===== config.mk =====
export PLATFORM = sky130hd
export DESIGN_NAME = vr_function_config
export DESIGN_NICKNAME = d
export VERILOG_FILES = /design/src/hdl/vr_cfg_pkg.sv /design/src/hdl/phase_count_detect.sv /design/src/hdl/vr_function_config.sv
export SDC_FILE = /design/constraint.sdc
export NUM_CORES = 1
export LEC_CHECK = 0
export BUFFER_PORTS_ARGS = -buffer_cell sky130_fd_sc_hd__clkbuf_2
export CAP_MARGIN = 30
export CORE_ASPECT_RATIO = 1.25
export CORE_MARGIN = 1.5
export CORE_UTILIZATION = 40
export CTS_CLUSTER_SIZE = 12
export DETAILED_ROUTE_END_ITERATION = 12
export PLACE_DENSITY = 0.84
export SLEW_MARGIN = 10
export SYNTH_ARGS = -nofsm -noshare
export SYNTH_HDL_FRONTEND = slang
export SYNTH_SLANG_ARGS = --single-unit

===== constraint.sdc =====
create_clock -name MCLK -period 1 [get_ports MCLK]
set_input_delay 0.2 -clock MCLK [delete_from_list [all_inputs] [get_ports MCLK]]
set_output_delay 0.2 -clock MCLK [all_outputs]
set_load 0.1 [all_outputs]

===== src/hdl/vr_cfg_pkg.sv =====
package vr_cfg_pkg;
    // ------------------------------------------------------------
    // register map
    // ------------------------------------------------------------
    localparam logic [7:0]  CFG3_OFFSET     = 8'h45;
    localparam logic [15:0] CFG3_RESET      = 16'h0000;
    localparam logic [15:0] CFG3_WMASK      = 16'h7fff;
    // ------------------------------------------------------------
    // field positions
    // ------------------------------------------------------------
    localparam int BIT_TEMP_FAULT_LATCH = 14;
    localparam int BIT_SHED_ACT_SEL     = 13;
    localparam int BIT_PHASE_SRC_SEL    = 12;
    localparam int BIT_VOUT_MIN_TOP     = 11;
    localparam int BIT_BAL_SS_RUN       = 10;
    localparam int BIT_BAL_VAR_GAIN     = 9;
    localparam int FLD_GAIN_HI          = 8;
    localparam int FLD_GAIN_LO          = 6;
    localparam int BIT_THREE_LVL_VID    = 5;
    localparam int BIT_TON_CLAMP        = 4;
    localparam int BIT_TEMP_OFS_SIGN    = 3;
    localparam int BIT_BOOT_FROM_PIN    = 2;
    localparam int FLD_TABLE_HI         = 1;
    localparam int FLD_TABLE_LO         = 0;
    // ------------------------------------------------------------
    // derived constants
    // ------------------------------------------------------------
    localparam int          NUM_PHASES     = 6;
    localparam logic [7:0]  GAIN_STEP      = 8'h20;
    localparam logic [7:0]  GAIN_BASE      = 8'h1f;
    localparam int          TON_MAX_NS     = 1120;
    localparam int          CLK_PERIOD_NS  = 25;
    localparam logic [7:0]  TON_MAX_CYC    =
        8'(TON_MAX_NS / CLK_PERIOD_NS);
    localparam logic [7:0]  VID_MAX_SEL    = 8'h24;
    localparam logic [7:0]  VID_MIN_SEL    = 8'h1f;
    localparam logic [7:0]  VID_CMD_SEL    = 8'h21;
    typedef enum logic [1:0] {
        VID_PIN_LOW, VID_PIN_HIGH, VID_PIN_HIZ
    } vid_pin_t;
endpackage


===== src/hdl/phase_count_detect.sv =====
module phase_count_detect (
    // clock and reset
    input  wire logic       clk,
    input  wire logic       rst_n,
    // sampling
    input  wire logic       sample,
    input  wire logic [5:0] sense_grounded,
    // result
    output logic      [2:0] count_q
);
    logic [2:0] count_d;
    logic       done_q;

    // a grounded pin stops the count, blocking every higher phase
    always_comb begin
        count_d = 3'h6;
        for (int i = 5; i >= 0; i--) begin
            if (sense_grounded[i]) begin
                count_d = 3'(i);
            end
        end
    end

    // only the first power-on sample counts
    always_ff @(posedge clk or negedge rst_n) begin
        if (!rst_n) begin
            count_q <= 3'h0;
            done_q  <= 1'b0;
        end else if (sample && !done_q) begin
            count_q <= count_d;
            done_q  <= 1'b1;
        end
    end
endmodule // phase_count_detect


===== src/hdl/vr_function_config.sv =====
// Overview of operation
// - bit 14 picks latch-off (1) or hiccup (0) for a temperature fault.
// - bit 13 holds mid-state shedding until the vid pin first leaves hi-z after soft start.
// - bit 12 takes phase count from config1 or from sense pins at por.
// - a grounded sense pin disables its phase and all higher phases.
// - bit 11 is the top bit of the minimum output voltage parameter.
// - bit 10 lets the balance loop run during soft start.
// - bit 9 picks large gain when a phase strays over 50mV from phase one.
// - bits 8:6 set large gain as value times 32 plus 31.
// - bit 5 lets the vid pin pick max, min or command/boot target.
// - bit 4 clamps on-time to the programmed minimum up to 1120ns.
// - bit 3 is the sign of the temperature sense offset.
// - bit 2 picks boot voltage from command register or boot pin.
// - bits 1:0 select the pin-strapped boot table.
module vr_function_config (
    // clock and reset
    input  wire logic        MCLK,
    input  wire logic        RST_N,
    // register port
    input  wire logic        WR_EN,
    input  wire logic [7:0]  ADDR,
    input  wire logic [15:0] WDATA,
    output logic      [15:0] RDATA,
    // controller status
    input  wire logic        SOFTSTART_DONE,
    input  wire logic        PSI_MID,
    input  wire logic        VID_PIN_HIZ,
    input  wire logic        VID_PIN_HIGH,
    input  wire logic        TEMP_FAULT,
    input  wire logic        POR_SAMPLE,
    input  wire logic [5:0]  SENSE_GROUNDED,
    input  wire logic [5:0]  BAL_ERR_OVER,
    input  wire logic [3:0]  CONFIG1_PHASES,
    input  wire logic [6:0]  MIN_ON_CYC,
    input  wire logic [7:0]  TON_CALC_CYC,
    // steering outputs
    output logic             TEMP_LATCH_OFF,
    output logic             TEMP_HICCUP,
    output logic             SHED_ENABLE,
    output logic      [3:0]  PHASE_COUNT,
    output logic             VOUT_MIN_TOP,
    output logic             BAL_HOLD,
    output logic      [7:0]  BAL_GAIN,
    output logic             BAL_USE_LARGE,
    output logic      [7:0]  VID_TARGET_SEL,
    output logic      [7:0]  TON_OUT_CYC,
    output logic             TEMP_OFS_SIGN,
    output logic             BOOT_FROM_PIN,
    output logic      [1:0]  BOOT_TABLE
);
    // ------------------------------------------------------------
    // register
    // ------------------------------------------------------------
    logic [15:0] cfg_q;
    logic        vid_left_hiz_q;
    logic        ss_seen_q;
    logic [2:0]  pin_count;
    logic [7:0]  gain_field;

    always_ff @(posedge MCLK or negedge RST_N) begin
        if (!RST_N) begin
            cfg_q <= vr_cfg_pkg::CFG3_RESET;
        end else if (WR_EN && ADDR == vr_cfg_pkg::CFG3_OFFSET) begin
            cfg_q <= WDATA & vr_cfg_pkg::CFG3_WMASK;
        end
    end

    // registered read: data answers one edge after the address
    // unmapped offsets read zero
    always_ff @(posedge MCLK or negedge RST_N) begin
        if (!RST_N) begin
            RDATA <= 16'h0000;
        end else if (ADDR == vr_cfg_pkg::CFG3_OFFSET) begin
            RDATA <= cfg_q & vr_cfg_pkg::CFG3_WMASK;
        end else begin
            RDATA <= 16'h0000;
        end
    end

    // ------------------------------------------------------------
    // temperature fault response
    // ------------------------------------------------------------
    always_ff @(posedge MCLK or negedge RST_N) begin
        if (!RST_N) begin
            TEMP_LATCH_OFF <= 1'b0;
            TEMP_HICCUP    <= 1'b0;
        end else begin
            TEMP_LATCH_OFF <= TEMP_FAULT
                && cfg_q[vr_cfg_pkg::BIT_TEMP_FAULT_LATCH];
            TEMP_HICCUP    <= TEMP_FAULT
                && !cfg_q[vr_cfg_pkg::BIT_TEMP_FAULT_LATCH];
        end
    end

    // ------------------------------------------------------------
    // phase shedding activation
    // ------------------------------------------------------------
    // first exit from hi-z after soft start is remembered; later hi-z does not re-arm
    always_ff @(posedge MCLK or negedge RST_N) begin
        if (!RST_N) begin
            vid_left_hiz_q <= 1'b0;
            ss_seen_q      <= 1'b0;
        end else begin
            if (SOFTSTART_DONE) begin
                ss_seen_q <= 1'b1;
            end
            if (ss_seen_q && !VID_PIN_HIZ) begin
                vid_left_hiz_q <= 1'b1;
            end
        end
    end

    always_ff @(posedge MCLK or negedge RST_N) begin
        if (!RST_N) begin
            SHED_ENABLE <= 1'b0;
        end else if (!PSI_MID) begin
            SHED_ENABLE <= 1'b0;
        end else if (cfg_q[vr_cfg_pkg::BIT_SHED_ACT_SEL]) begin
            SHED_ENABLE <= ss_seen_q && vid_left_hiz_q;
        end else begin
            SHED_ENABLE <= ss_seen_q;
        end
    end

    // ------------------------------------------------------------
    // phase count
    // ------------------------------------------------------------
    phase_count_detect u_detect (
        .clk            (MCLK),
        .rst_n          (RST_N),
        .sample         (POR_SAMPLE),
        .sense_grounded (SENSE_GROUNDED),
        .count_q        (pin_count)
    );

    always_ff @(posedge MCLK or negedge RST_N) begin
        if (!RST_N) begin
            PHASE_COUNT <= 4'h0;
        end else if (cfg_q[vr_cfg_pkg::BIT_PHASE_SRC_SEL]) begin
            PHASE_COUNT <= {1'b0, pin_count};
        end else begin
            PHASE_COUNT <= CONFIG1_PHASES;
        end
    end

    // ------------------------------------------------------------
    // current balance loop
    // ------------------------------------------------------------
    assign gain_field = {5'h00,
        cfg_q[vr_cfg_pkg::FLD_GAIN_HI:vr_cfg_pkg::FLD_GAIN_LO]};

    always_ff @(posedge MCLK or negedge RST_N) begin
        if (!RST_N) begin
            BAL_HOLD      <= 1'b0;
            BAL_GAIN      <= 8'h00;
            BAL_USE_LARGE <= 1'b0;
        end else begin
            BAL_HOLD <= !SOFTSTART_DONE
                && !cfg_q[vr_cfg_pkg::BIT_BAL_SS_RUN];
            BAL_GAIN <= 8'(gain_field * vr_cfg_pkg::GAIN_STEP
                + vr_cfg_pkg::GAIN_BASE);
            // comparators outside flag the 50mV error per phase
            BAL_USE_LARGE <= cfg_q[vr_cfg_pkg::BIT_BAL_VAR_GAIN]
                && (|BAL_ERR_OVER);
        end
    end

    // ------------------------------------------------------------
    // vid target and boot
    // ------------------------------------------------------------
    always_ff @(posedge MCLK or negedge RST_N) begin
        if (!RST_N) begin
            VID_TARGET_SEL <= vr_cfg_pkg::VID_CMD_SEL;
        end else if (!cfg_q[vr_cfg_pkg::BIT_THREE_LVL_VID]) begin
            VID_TARGET_SEL <= vr_cfg_pkg::VID_CMD_SEL;
        end else if (VID_PIN_HIZ) begin
            VID_TARGET_SEL <= vr_cfg_pkg::VID_CMD_SEL;
        end else if (VID_PIN_HIGH) begin
            VID_TARGET_SEL <= vr_cfg_pkg::VID_MAX_SEL;
        end else begin
            VID_TARGET_SEL <= vr_cfg_pkg::VID_MIN_SEL;
        end
    end

    // plain copies: the loops they steer sit outside this block
    always_ff @(posedge MCLK or negedge RST_N) begin
        if (!RST_N) begin
            BOOT_FROM_PIN <= 1'b0;
            BOOT_TABLE    <= 2'h0;
            VOUT_MIN_TOP  <= 1'b0;
            TEMP_OFS_SIGN <= 1'b0;
        end else begin
            BOOT_FROM_PIN <= cfg_q[vr_cfg_pkg::BIT_BOOT_FROM_PIN];
            BOOT_TABLE    <= cfg_q[vr_cfg_pkg::FLD_TABLE_HI:
                                   vr_cfg_pkg::FLD_TABLE_LO];
            VOUT_MIN_TOP  <= cfg_q[vr_cfg_pkg::BIT_VOUT_MIN_TOP];
            TEMP_OFS_SIGN <= cfg_q[vr_cfg_pkg::BIT_TEMP_OFS_SIGN];
        end
    end

    // ------------------------------------------------------------
    // on-time clamp
    // ------------------------------------------------------------
    // unclamped path trusts the host to keep on-time in range
    // upper clamp stops a long computed on-time past 1120ns
    always_ff @(posedge MCLK or negedge RST_N) begin
        if (!RST_N) begin
            TON_OUT_CYC <= 8'h00;
        end else if (!cfg_q[vr_cfg_pkg::BIT_TON_CLAMP]) begin
            TON_OUT_CYC <= TON_CALC_CYC;
        end else if (TON_CALC_CYC < {1'b0, MIN_ON_CYC}) begin
            TON_OUT_CYC <= {1'b0, MIN_ON_CYC};
        end else if (TON_CALC_CYC > vr_cfg_pkg::TON_MAX_CYC) begin
            TON_OUT_CYC <= vr_cfg_pkg::TON_MAX_CYC;
        end else begin
            TON_OUT_CYC <= TON_CALC_CYC;
        end
    end
endmodule // vr_function_config


==> results.md, run 1 <==
* Status: finished, violations left
* Failing checks: negative setup slack
* RD Place Congestion at 0.7709
* CTS sink count at 66
* Worst path bufs/invs at 1
* Critical path endpoint: VID_TARGET_SEL[5]
* Die H at 94.82 um
* H-tree lvl count at 3
* DRT Pass-1 Iters at 4
* DRT iter0 DRCs at 86
* DRT antenna net count at 0
* Longest Clk Path Bufs at 2
* Clock transition at path regs at 0.07 ns
* Source of the worst hold timing path: SOFTSTART_DONE
* Yosys top cell area share at 0.5937
* Root Buffer: clkbuf_8
* Fill count at 416
* Max FO, Critical Path at 1
* Sequential power share at 0.425
* Post-synthesis instance area at 2698 sq um
* DIE WIDTH at 76.45 um
* Net Sw Power at 1971 uW
* Min Hold Slack at 0.02041 ns
* Commonest non-fill, non-tap cells in the layout: clkbuf_2, buf_12, dfrtp_2
* Comb pwr share at 0.219
* Layout cells sized above 1 at 0.7254
* DP HPWL at 5.206 mm
* First-pass GRT wire length at 10.67 mm
* Floorplan row count at 33
* Dominant cell type by area after synthesis: dfrtp_1
* Synth top area cells: dfrtp_1, mux2_4, mux2_2
* Peak VDD IR at 0.6252 mV
* Reg2reg path depth at 2
* Worst R2R Start: u_detect.done_q
* Via density at 4.859
* Tmin final at 1.319 ns
* Syn_area_per_cell at 13.22 sq um
* EDFF count, synth at 0
* P per Cell Area at 1408 nW/um^2
* GRT Total Usage at 0.1950
* Layout Skew at 0.007313 ns
* Worst R2R Setup Slack at 0.04 ns
* Final setup margin at -0.3186 ns
* Area Overhead vs Synth at 77.69%
* CTS tree: yes
* Ys async rst share at 1.000
* Vias in the first global route at 2237
* Critical path data arrival time at 1.12 ns
* Port bufs at 113
* Reg2reg end: u_detect.count_q[1]
* Io pins at 118
* Clk Latency, worst-skew pair at 0.33 ns
* Cells after synthesis at 204
* Ys flop type: dfrtp_1
* Critical path's top delay family: flip-flops
* Final hold vios at 0
* Total Power at 6751 uW
* Mean routed wirelength per cell at 15.78 um
* Clk pwr share at 0.356
* Sequential element share of the synthesized area at 0.6132
* Library cells used by synthesis at 42
* YS warnings at 0
* #FFs+latches synth at 66
* Sw Share at 0.2920
* Min-delay worst type: in2reg
* Setup Viol. Count Final at 80
* Drc violations at 0
* Critical path's slowest cell: dfstp_4
* Overflow after GRT at 0
* Crit Path Category: reg2out
* Worst setup path startpoint: VID_TARGET_SEL[5]
* Core area at 6524 sq um
* WL final at 6.833 mm
* Final Cycle Share at 1.319
* Crit end category: primary output
* LEAKAGE at 0.002256 uW
* Unrepaired setup endpoints after global routing: true
* Starting density of the core at 0.4135
* Crit path depth at 1
* Max Slew Vio Count at 0
* Fin Setup TNS at -11.38 ns
* Slowest stage delay, CP at 0.62 ns
* Largest net degree at the start of global routing at 22
* Via count at 2104
* Worst Setup Start Kind: flop
* MaxCap Viol Count at 0
* Antenna violations before repair at 0
* Achievable frequency at 758.4 MHz
* Int Power at 4780 uW
* Number of CTS-inserted buffers at 9
* Die ar. at 7249 sq um
* WP data required at 0.80 ns
* Final nets at 411
* Most common cell after layout, fill and taps aside: clkbuf_2
* N_diodes at 0
* CP cell instances: buf_12
==> state kept, by name (all words and copies together), names as in the netlist, 2 cells and up <==
name / cells
RDATA: 15
cfg_q: 15
BOOT_TABLE: 2
VID_TARGET_SEL: 4
TON_OUT_CYC: 8
u_detect.count_q: 3
PHASE_COUNT: 4
BAL_GAIN: 4
==> layout make-up <==
class,instances,area (sq um),share of cell area
clock inverter,7,93.84,0.01958
tap,87,108.9,0.02271
clock buffer,9,123.9,0.02584
inverter,11,58.81,0.01227
sequential,66,1723,0.3594
timing repair buffer,139,1647,0.3435
multi-input combinational,114,1039,0.2167
==> synthesized netlist by cell type (all sizes together), types with 2 or more instances <==
| master | n |
|---|---|
| a211oi | 6 |
| a21oi | 2 |
| and2 | 16 |
| buf | 11 |
| clkbuf | 4 |
| conb | 2 |
| dfrtp | 64 |
| dfstp | 2 |
| ha | 6 |
| inv | 11 |
| mux2 | 18 |
| nand2 | 7 |
| nand2b | 6 |
| nand3 | 3 |
| nand4 | 2 |
| nor2 | 9 |
| nor2b | 4 |
| o2111a | 3 |
| o2111ai | 3 |
| o211ai | 3 |
| o21ai | 4 |
| or2 | 3 |
| or4 | 2 |
==> worst min path at each step <==
stage | end | slack (ns) | cells past startpoint
global placement | BAL_GAIN[4] | 0.1 | 1
CTS | BAL_HOLD | 0.004 | 2
global route | BAL_HOLD | 0.007 | 2
floorplan | BAL_GAIN[5] | -0.1 | 0
detailed placement | cfg_q[12] | 0.11 | 1
finish | BAL_HOLD | 0.02 | 2
==> kinds of logic (layout without fill, tap and decap cells) <==
kind of cell             after synthesis  after routing  share of synthesized area
multiplexers                          18             18                    0.08905
buffers and inverters                 26            166                    0.05797
AND/OR/NAND/NOR                       56             56                     0.1220
AO/OA/AOI/OAI                         30             30                    0.08720
other                                  2              4                   0.002784
flip-flops                            66             66                     0.6132
adder cells (fa/ha/maj)                6              6                    0.02783
==> stage by stage <==
step             util  setup slack (ns)  cell area, sq um  std cells
2_1_floorplan       -           -0.3770              2922        206
3_3_place_gp   0.6711           -0.5778              4378        413
3_5_place_dp   0.6711           -0.6739              4378        413
4_1_cts        0.7165           -0.3334              4674        430
5_1_grt        0.7348           -0.3473              4793        433
6_report       0.7348           -0.3186              4793        433
==> what timing repair did <==
item	CTS	global route
endpoints found under the hold margin	6	0
setup endpoints to repair	89	88
hold buffers	1	0
cloned	0	1
resized for setup	14	18
pin swaps	6	7
buffers inserted	1	3
==> power groups by stage <==
stage          Clock, uW  Combinational (uW)  Sequential, uW
2_1_floorplan          0                 398            3300
3_3_place_gp           0                1360            2910
3_5_place_dp           0                1400            2920
4_1_cts             2460                1440            2870
5_1_grt             2560                1550            2880
6_report            2400                1480            2870
==> routing by layer <==
metal	up-vias	part of all wire	global-route usage
met5	-	0	0
met4	0	0.022	0.1034
met3	13	0.053	0.04928
met2	88	0.59	0.3728
met1	1035	0.34	0.1941
li1	968	-	-
No activity file was read; power rests on OpenSTA's default activity.
==> run 2: changes to the inputs <==
--- a/config.mk
+++ b/config.mk
@@ -11,6 +11,6 @@
 export CORE_MARGIN = 1.5
-export CORE_UTILIZATION = 40
+export CORE_UTILIZATION = 42
 export CTS_CLUSTER_SIZE = 12
 export DETAILED_ROUTE_END_ITERATION = 12
-export PLACE_DENSITY = 0.84
+export PLACE_DENSITY = 0.87
 export SLEW_MARGIN = 10
==> constraint.sdc (replaced) <==
create_clock -name MCLK -period 1 [get_ports MCLK]
set_input_delay 0.05 -clock MCLK [delete_from_list [all_inputs] [get_ports MCLK]]
set_output_delay 0.05 -clock MCLK [all_outputs]
set_load 0.1 [all_outputs]
==> run 2 against run 1 <==
Against the previous run: wire length up 6.3%; non-clock buffer count is 25 higher; via count increased by 5.7%; clock power about the same; maximum frequency rose by 16%; flip-flop and latch count did not move; critical path depth stayed put; clock skew fell by 0.0017 ns; largest power group unchanged; final cell count increased by 5.3%; the flow still finishes with violations (negative setup slack); total power grew 0.52%.
==> results.md, run 2 (synthesized netlist as in run 1, its figures left out) <==
* Status: finished, violations left (unchanged)
* Worst R2R Start: cfg_q[4] (was u_detect.done_q)
* MaxCap Viol Count at 0 (unchanged)
* Via count at 2223 (was 2104)
* DIE WIDTH at 74.68 um (was 76.45 um)
* LEAKAGE at 0.002390 uW (was 0.002256 uW)
* CP cell instances: buf_12 (unchanged)
* Final setup margin at -0.1372 ns (was -0.3186 ns)
* RD Place Congestion at 0.8099 (was 0.7709)
* Met1 wire length at 2.459 mm (was 2.321 mm)
* Layout Skew at 0.005573 ns (was 0.007313 ns)
* Reg2reg path depth at 2 (unchanged)
* Clock transition at path regs at 0.07 ns (about the same)
* Max FO, Critical Path at 5 (was 1)
* Crit Path Category: reg2out (unchanged)
* Critical path's slowest cell: dfrtp_4 (was dfstp_4)
* Most common cell after layout, fill and taps aside: dfrtp_1 (was clkbuf_2)
* Util after Layout at 0.7895 (was 0.7348)
* Final Cycle Share at 1.137 (was 1.319)
* Mean routed wirelength per cell at 15.93 um (was 15.78 um)
* Floorplan row count at 32 (was 33)
* Final nets at 436 (was 411)
* Crit path depth at 1 (unchanged)
* Failing checks: negative setup slack (unchanged)
* Max Slew Vio Count at 0 (unchanged)
* DR top layer: met4 (unchanged)
* Vias in the first global route at 2374 (was 2237)
* Min-delay worst type: in2reg (unchanged)
* P per Cell Area at 1385 nW/um^2 (was 1408 nW/um^2)
* Antenna violations before repair at 0 (unchanged)
* Largest net degree at the start of global routing at 67 (was 22)
* DRT antenna net count at 0 (unchanged)
* Peak VDD IR at 0.7739 mV (was 0.6252 mV)
* Root Buffer: clkbuf_8 (unchanged)
* Via density at 4.875 (was 4.859)
* CTS tree: yes (unchanged)
* CTS sink count at 66 (unchanged)
* Worst hold path depth at 3 (was 2)
* Crit end category: primary output (unchanged)
* Io pins at 118 (unchanged)
* Critical path data arrival time at 1.09 ns (was 1.12 ns)
* Worst setup path startpoint: BAL_GAIN[4] (was VID_TARGET_SEL[5])
* Reg2reg end: TON_OUT_CYC[3] (was u_detect.count_q[1])
* Port bufs at 113 (unchanged)
* Overflow after GRT at 0 (unchanged)
* Largest regs: RDATA x15, cfg_q x15, TON_OUT_CYC x8 (unchanged)
* H-tree lvl count at 3 (unchanged)
* Layout cells sized above 1 at 0.5310 (was 0.7254)
* DRT iter0 DRCs at 137 (was 86)
* WL final at 7.263 mm (was 6.833 mm)
* DP HPWL at 4.901 mm (was 5.206 mm)
* Starting density of the core at 0.4347 (was 0.4135)
* Worst path bufs/invs at 1 (unchanged)
* Tmin final at 1.137 ns (was 1.319 ns)
* Die ar. at 6915 sq um (was 7249 sq um)
* WP data required at 0.95 ns (was 0.80 ns)
* N_diodes at 0 (unchanged)
* Area Overhead vs Synth at 81.63% (was 77.69%)
* Placed Area at 4262 sq um (was 4378 sq um)
* Clk Latency, worst-skew pair at 0.34 ns (was 0.33 ns)
* Longest Clk Path Bufs at 2 (unchanged)
* Cell area after layout at 4900 sq um (was 4793 sq um)
* Slowest stage delay, CP at 0.55 ns (was 0.62 ns)
* Core area at 6206 sq um (was 6524 sq um)
* Commonest non-fill, non-tap cells in the layout: dfrtp_1, clkbuf_2, buf_12 (was clkbuf_2, buf_12, dfrtp_2)
* Setup Viol. Count Final at 16 (was 80)
* Unrepaired setup endpoints after global routing: true (unchanged)
* Achievable frequency at 879.4 MHz (was 758.4 MHz)
* Worst Setup Start Kind: flop (unchanged)
* GRT Total Usage at 0.2268 (was 0.1950)
* DRT Pass-1 Iters at 4 (unchanged)
* Die H at 92.60 um (was 94.82 um)
* Drc violations at 0 (unchanged)
* Met3 WL at 471 um (was 361 um)
* Met2 WL at 4.047 mm (was 4.001 mm)
* Critical path's top delay family: flip-flops (unchanged)
* Final hold vios at 0 (unchanged)
* Number of CTS-inserted buffers at 9 (unchanged)
* Worst R2R Setup Slack at 0.03 ns (was 0.04 ns)
* First-pass GRT wire length at 11.33 mm (was 10.67 mm)
* Critical path endpoint: BAL_GAIN[4] (was VID_TARGET_SEL[5])
run 2: cell count changes in the layout (fill, tap and decap cells not counted), sizes merged:
cell         delta
buf             -5
clkbuf          +1
clkinvlp        -2
dlygate4sd3    +31
run 2: final cells by class:
class                           count  area [sq um]
Clock buffer                       11         131.4
Clock inverter                      5         78.83
Fill cell                         354          1306
Inverter                           11         56.30
Multi-Input combinational cell    114          1025
Sequential cell                    66          1664
Tap cell                           85         106.4
Timing Repair Buffer              164          1838
run 2: report_power, final:
part	switching (uW)	internal [uW]
Clock	982	1400
Combinational	893	645
Sequential	96.0	2770
Total	1970	4810
run 2: how the worst min path moves through the flow:
stage / from / slack (ns) / endpoint
after global routing: SENSE_GROUNDED[1] / 0.02 / u_detect.count_q[2]
after detailed placement: RST_N / 0.09 / PHASE_COUNT[0]
after floorplan: RST_N / -0.25 / BAL_GAIN[5]
final: SENSE_GROUNDED[3] / 0.02 / u_detect.count_q[2]
after global placement: RST_N / 0.08 / PHASE_COUNT[2]
after CTS: SENSE_GROUNDED[1] / 0.008 / u_detect.count_q[2]
run 2: per-layer routing:
| layer | track usage | up-vias |
|---|---|---|
| met5 | 0 | - |
| met4 | 0.1227 | 0 |
| met3 | 0.05985 | 23 |
| met2 | 0.4085 | 102 |
| met1 | 0.2300 | 1080 |
| li1 | - | 1018 |
run 2: what timing repair did:
action | in CTS | in global routing
pin swaps | 2 | 8
endpoints found under the setup margin | 30 | 41
setup buffers | 0 | 1
hold buffers | 31 | 1
hold endpoints to repair | 97 | 1
resized for setup | 8 | 17
run 2: through the flow:
step                setup TNS (ns)  setup WS [ns]  instances  hold WS (ns)  power [uW]
floorplan                   -3.415        -0.2270        206       -0.2456        3667
global placement            -9.906        -0.4102        407       0.08451        4235
detailed placement          -12.00        -0.4894        407       0.09481        4283
CTS                         -1.360        -0.1546        454      0.008253        6760
global route                -1.977        -0.1666        456       0.01854        7038
finish                      -1.397        -0.1372        456       0.02220        6786
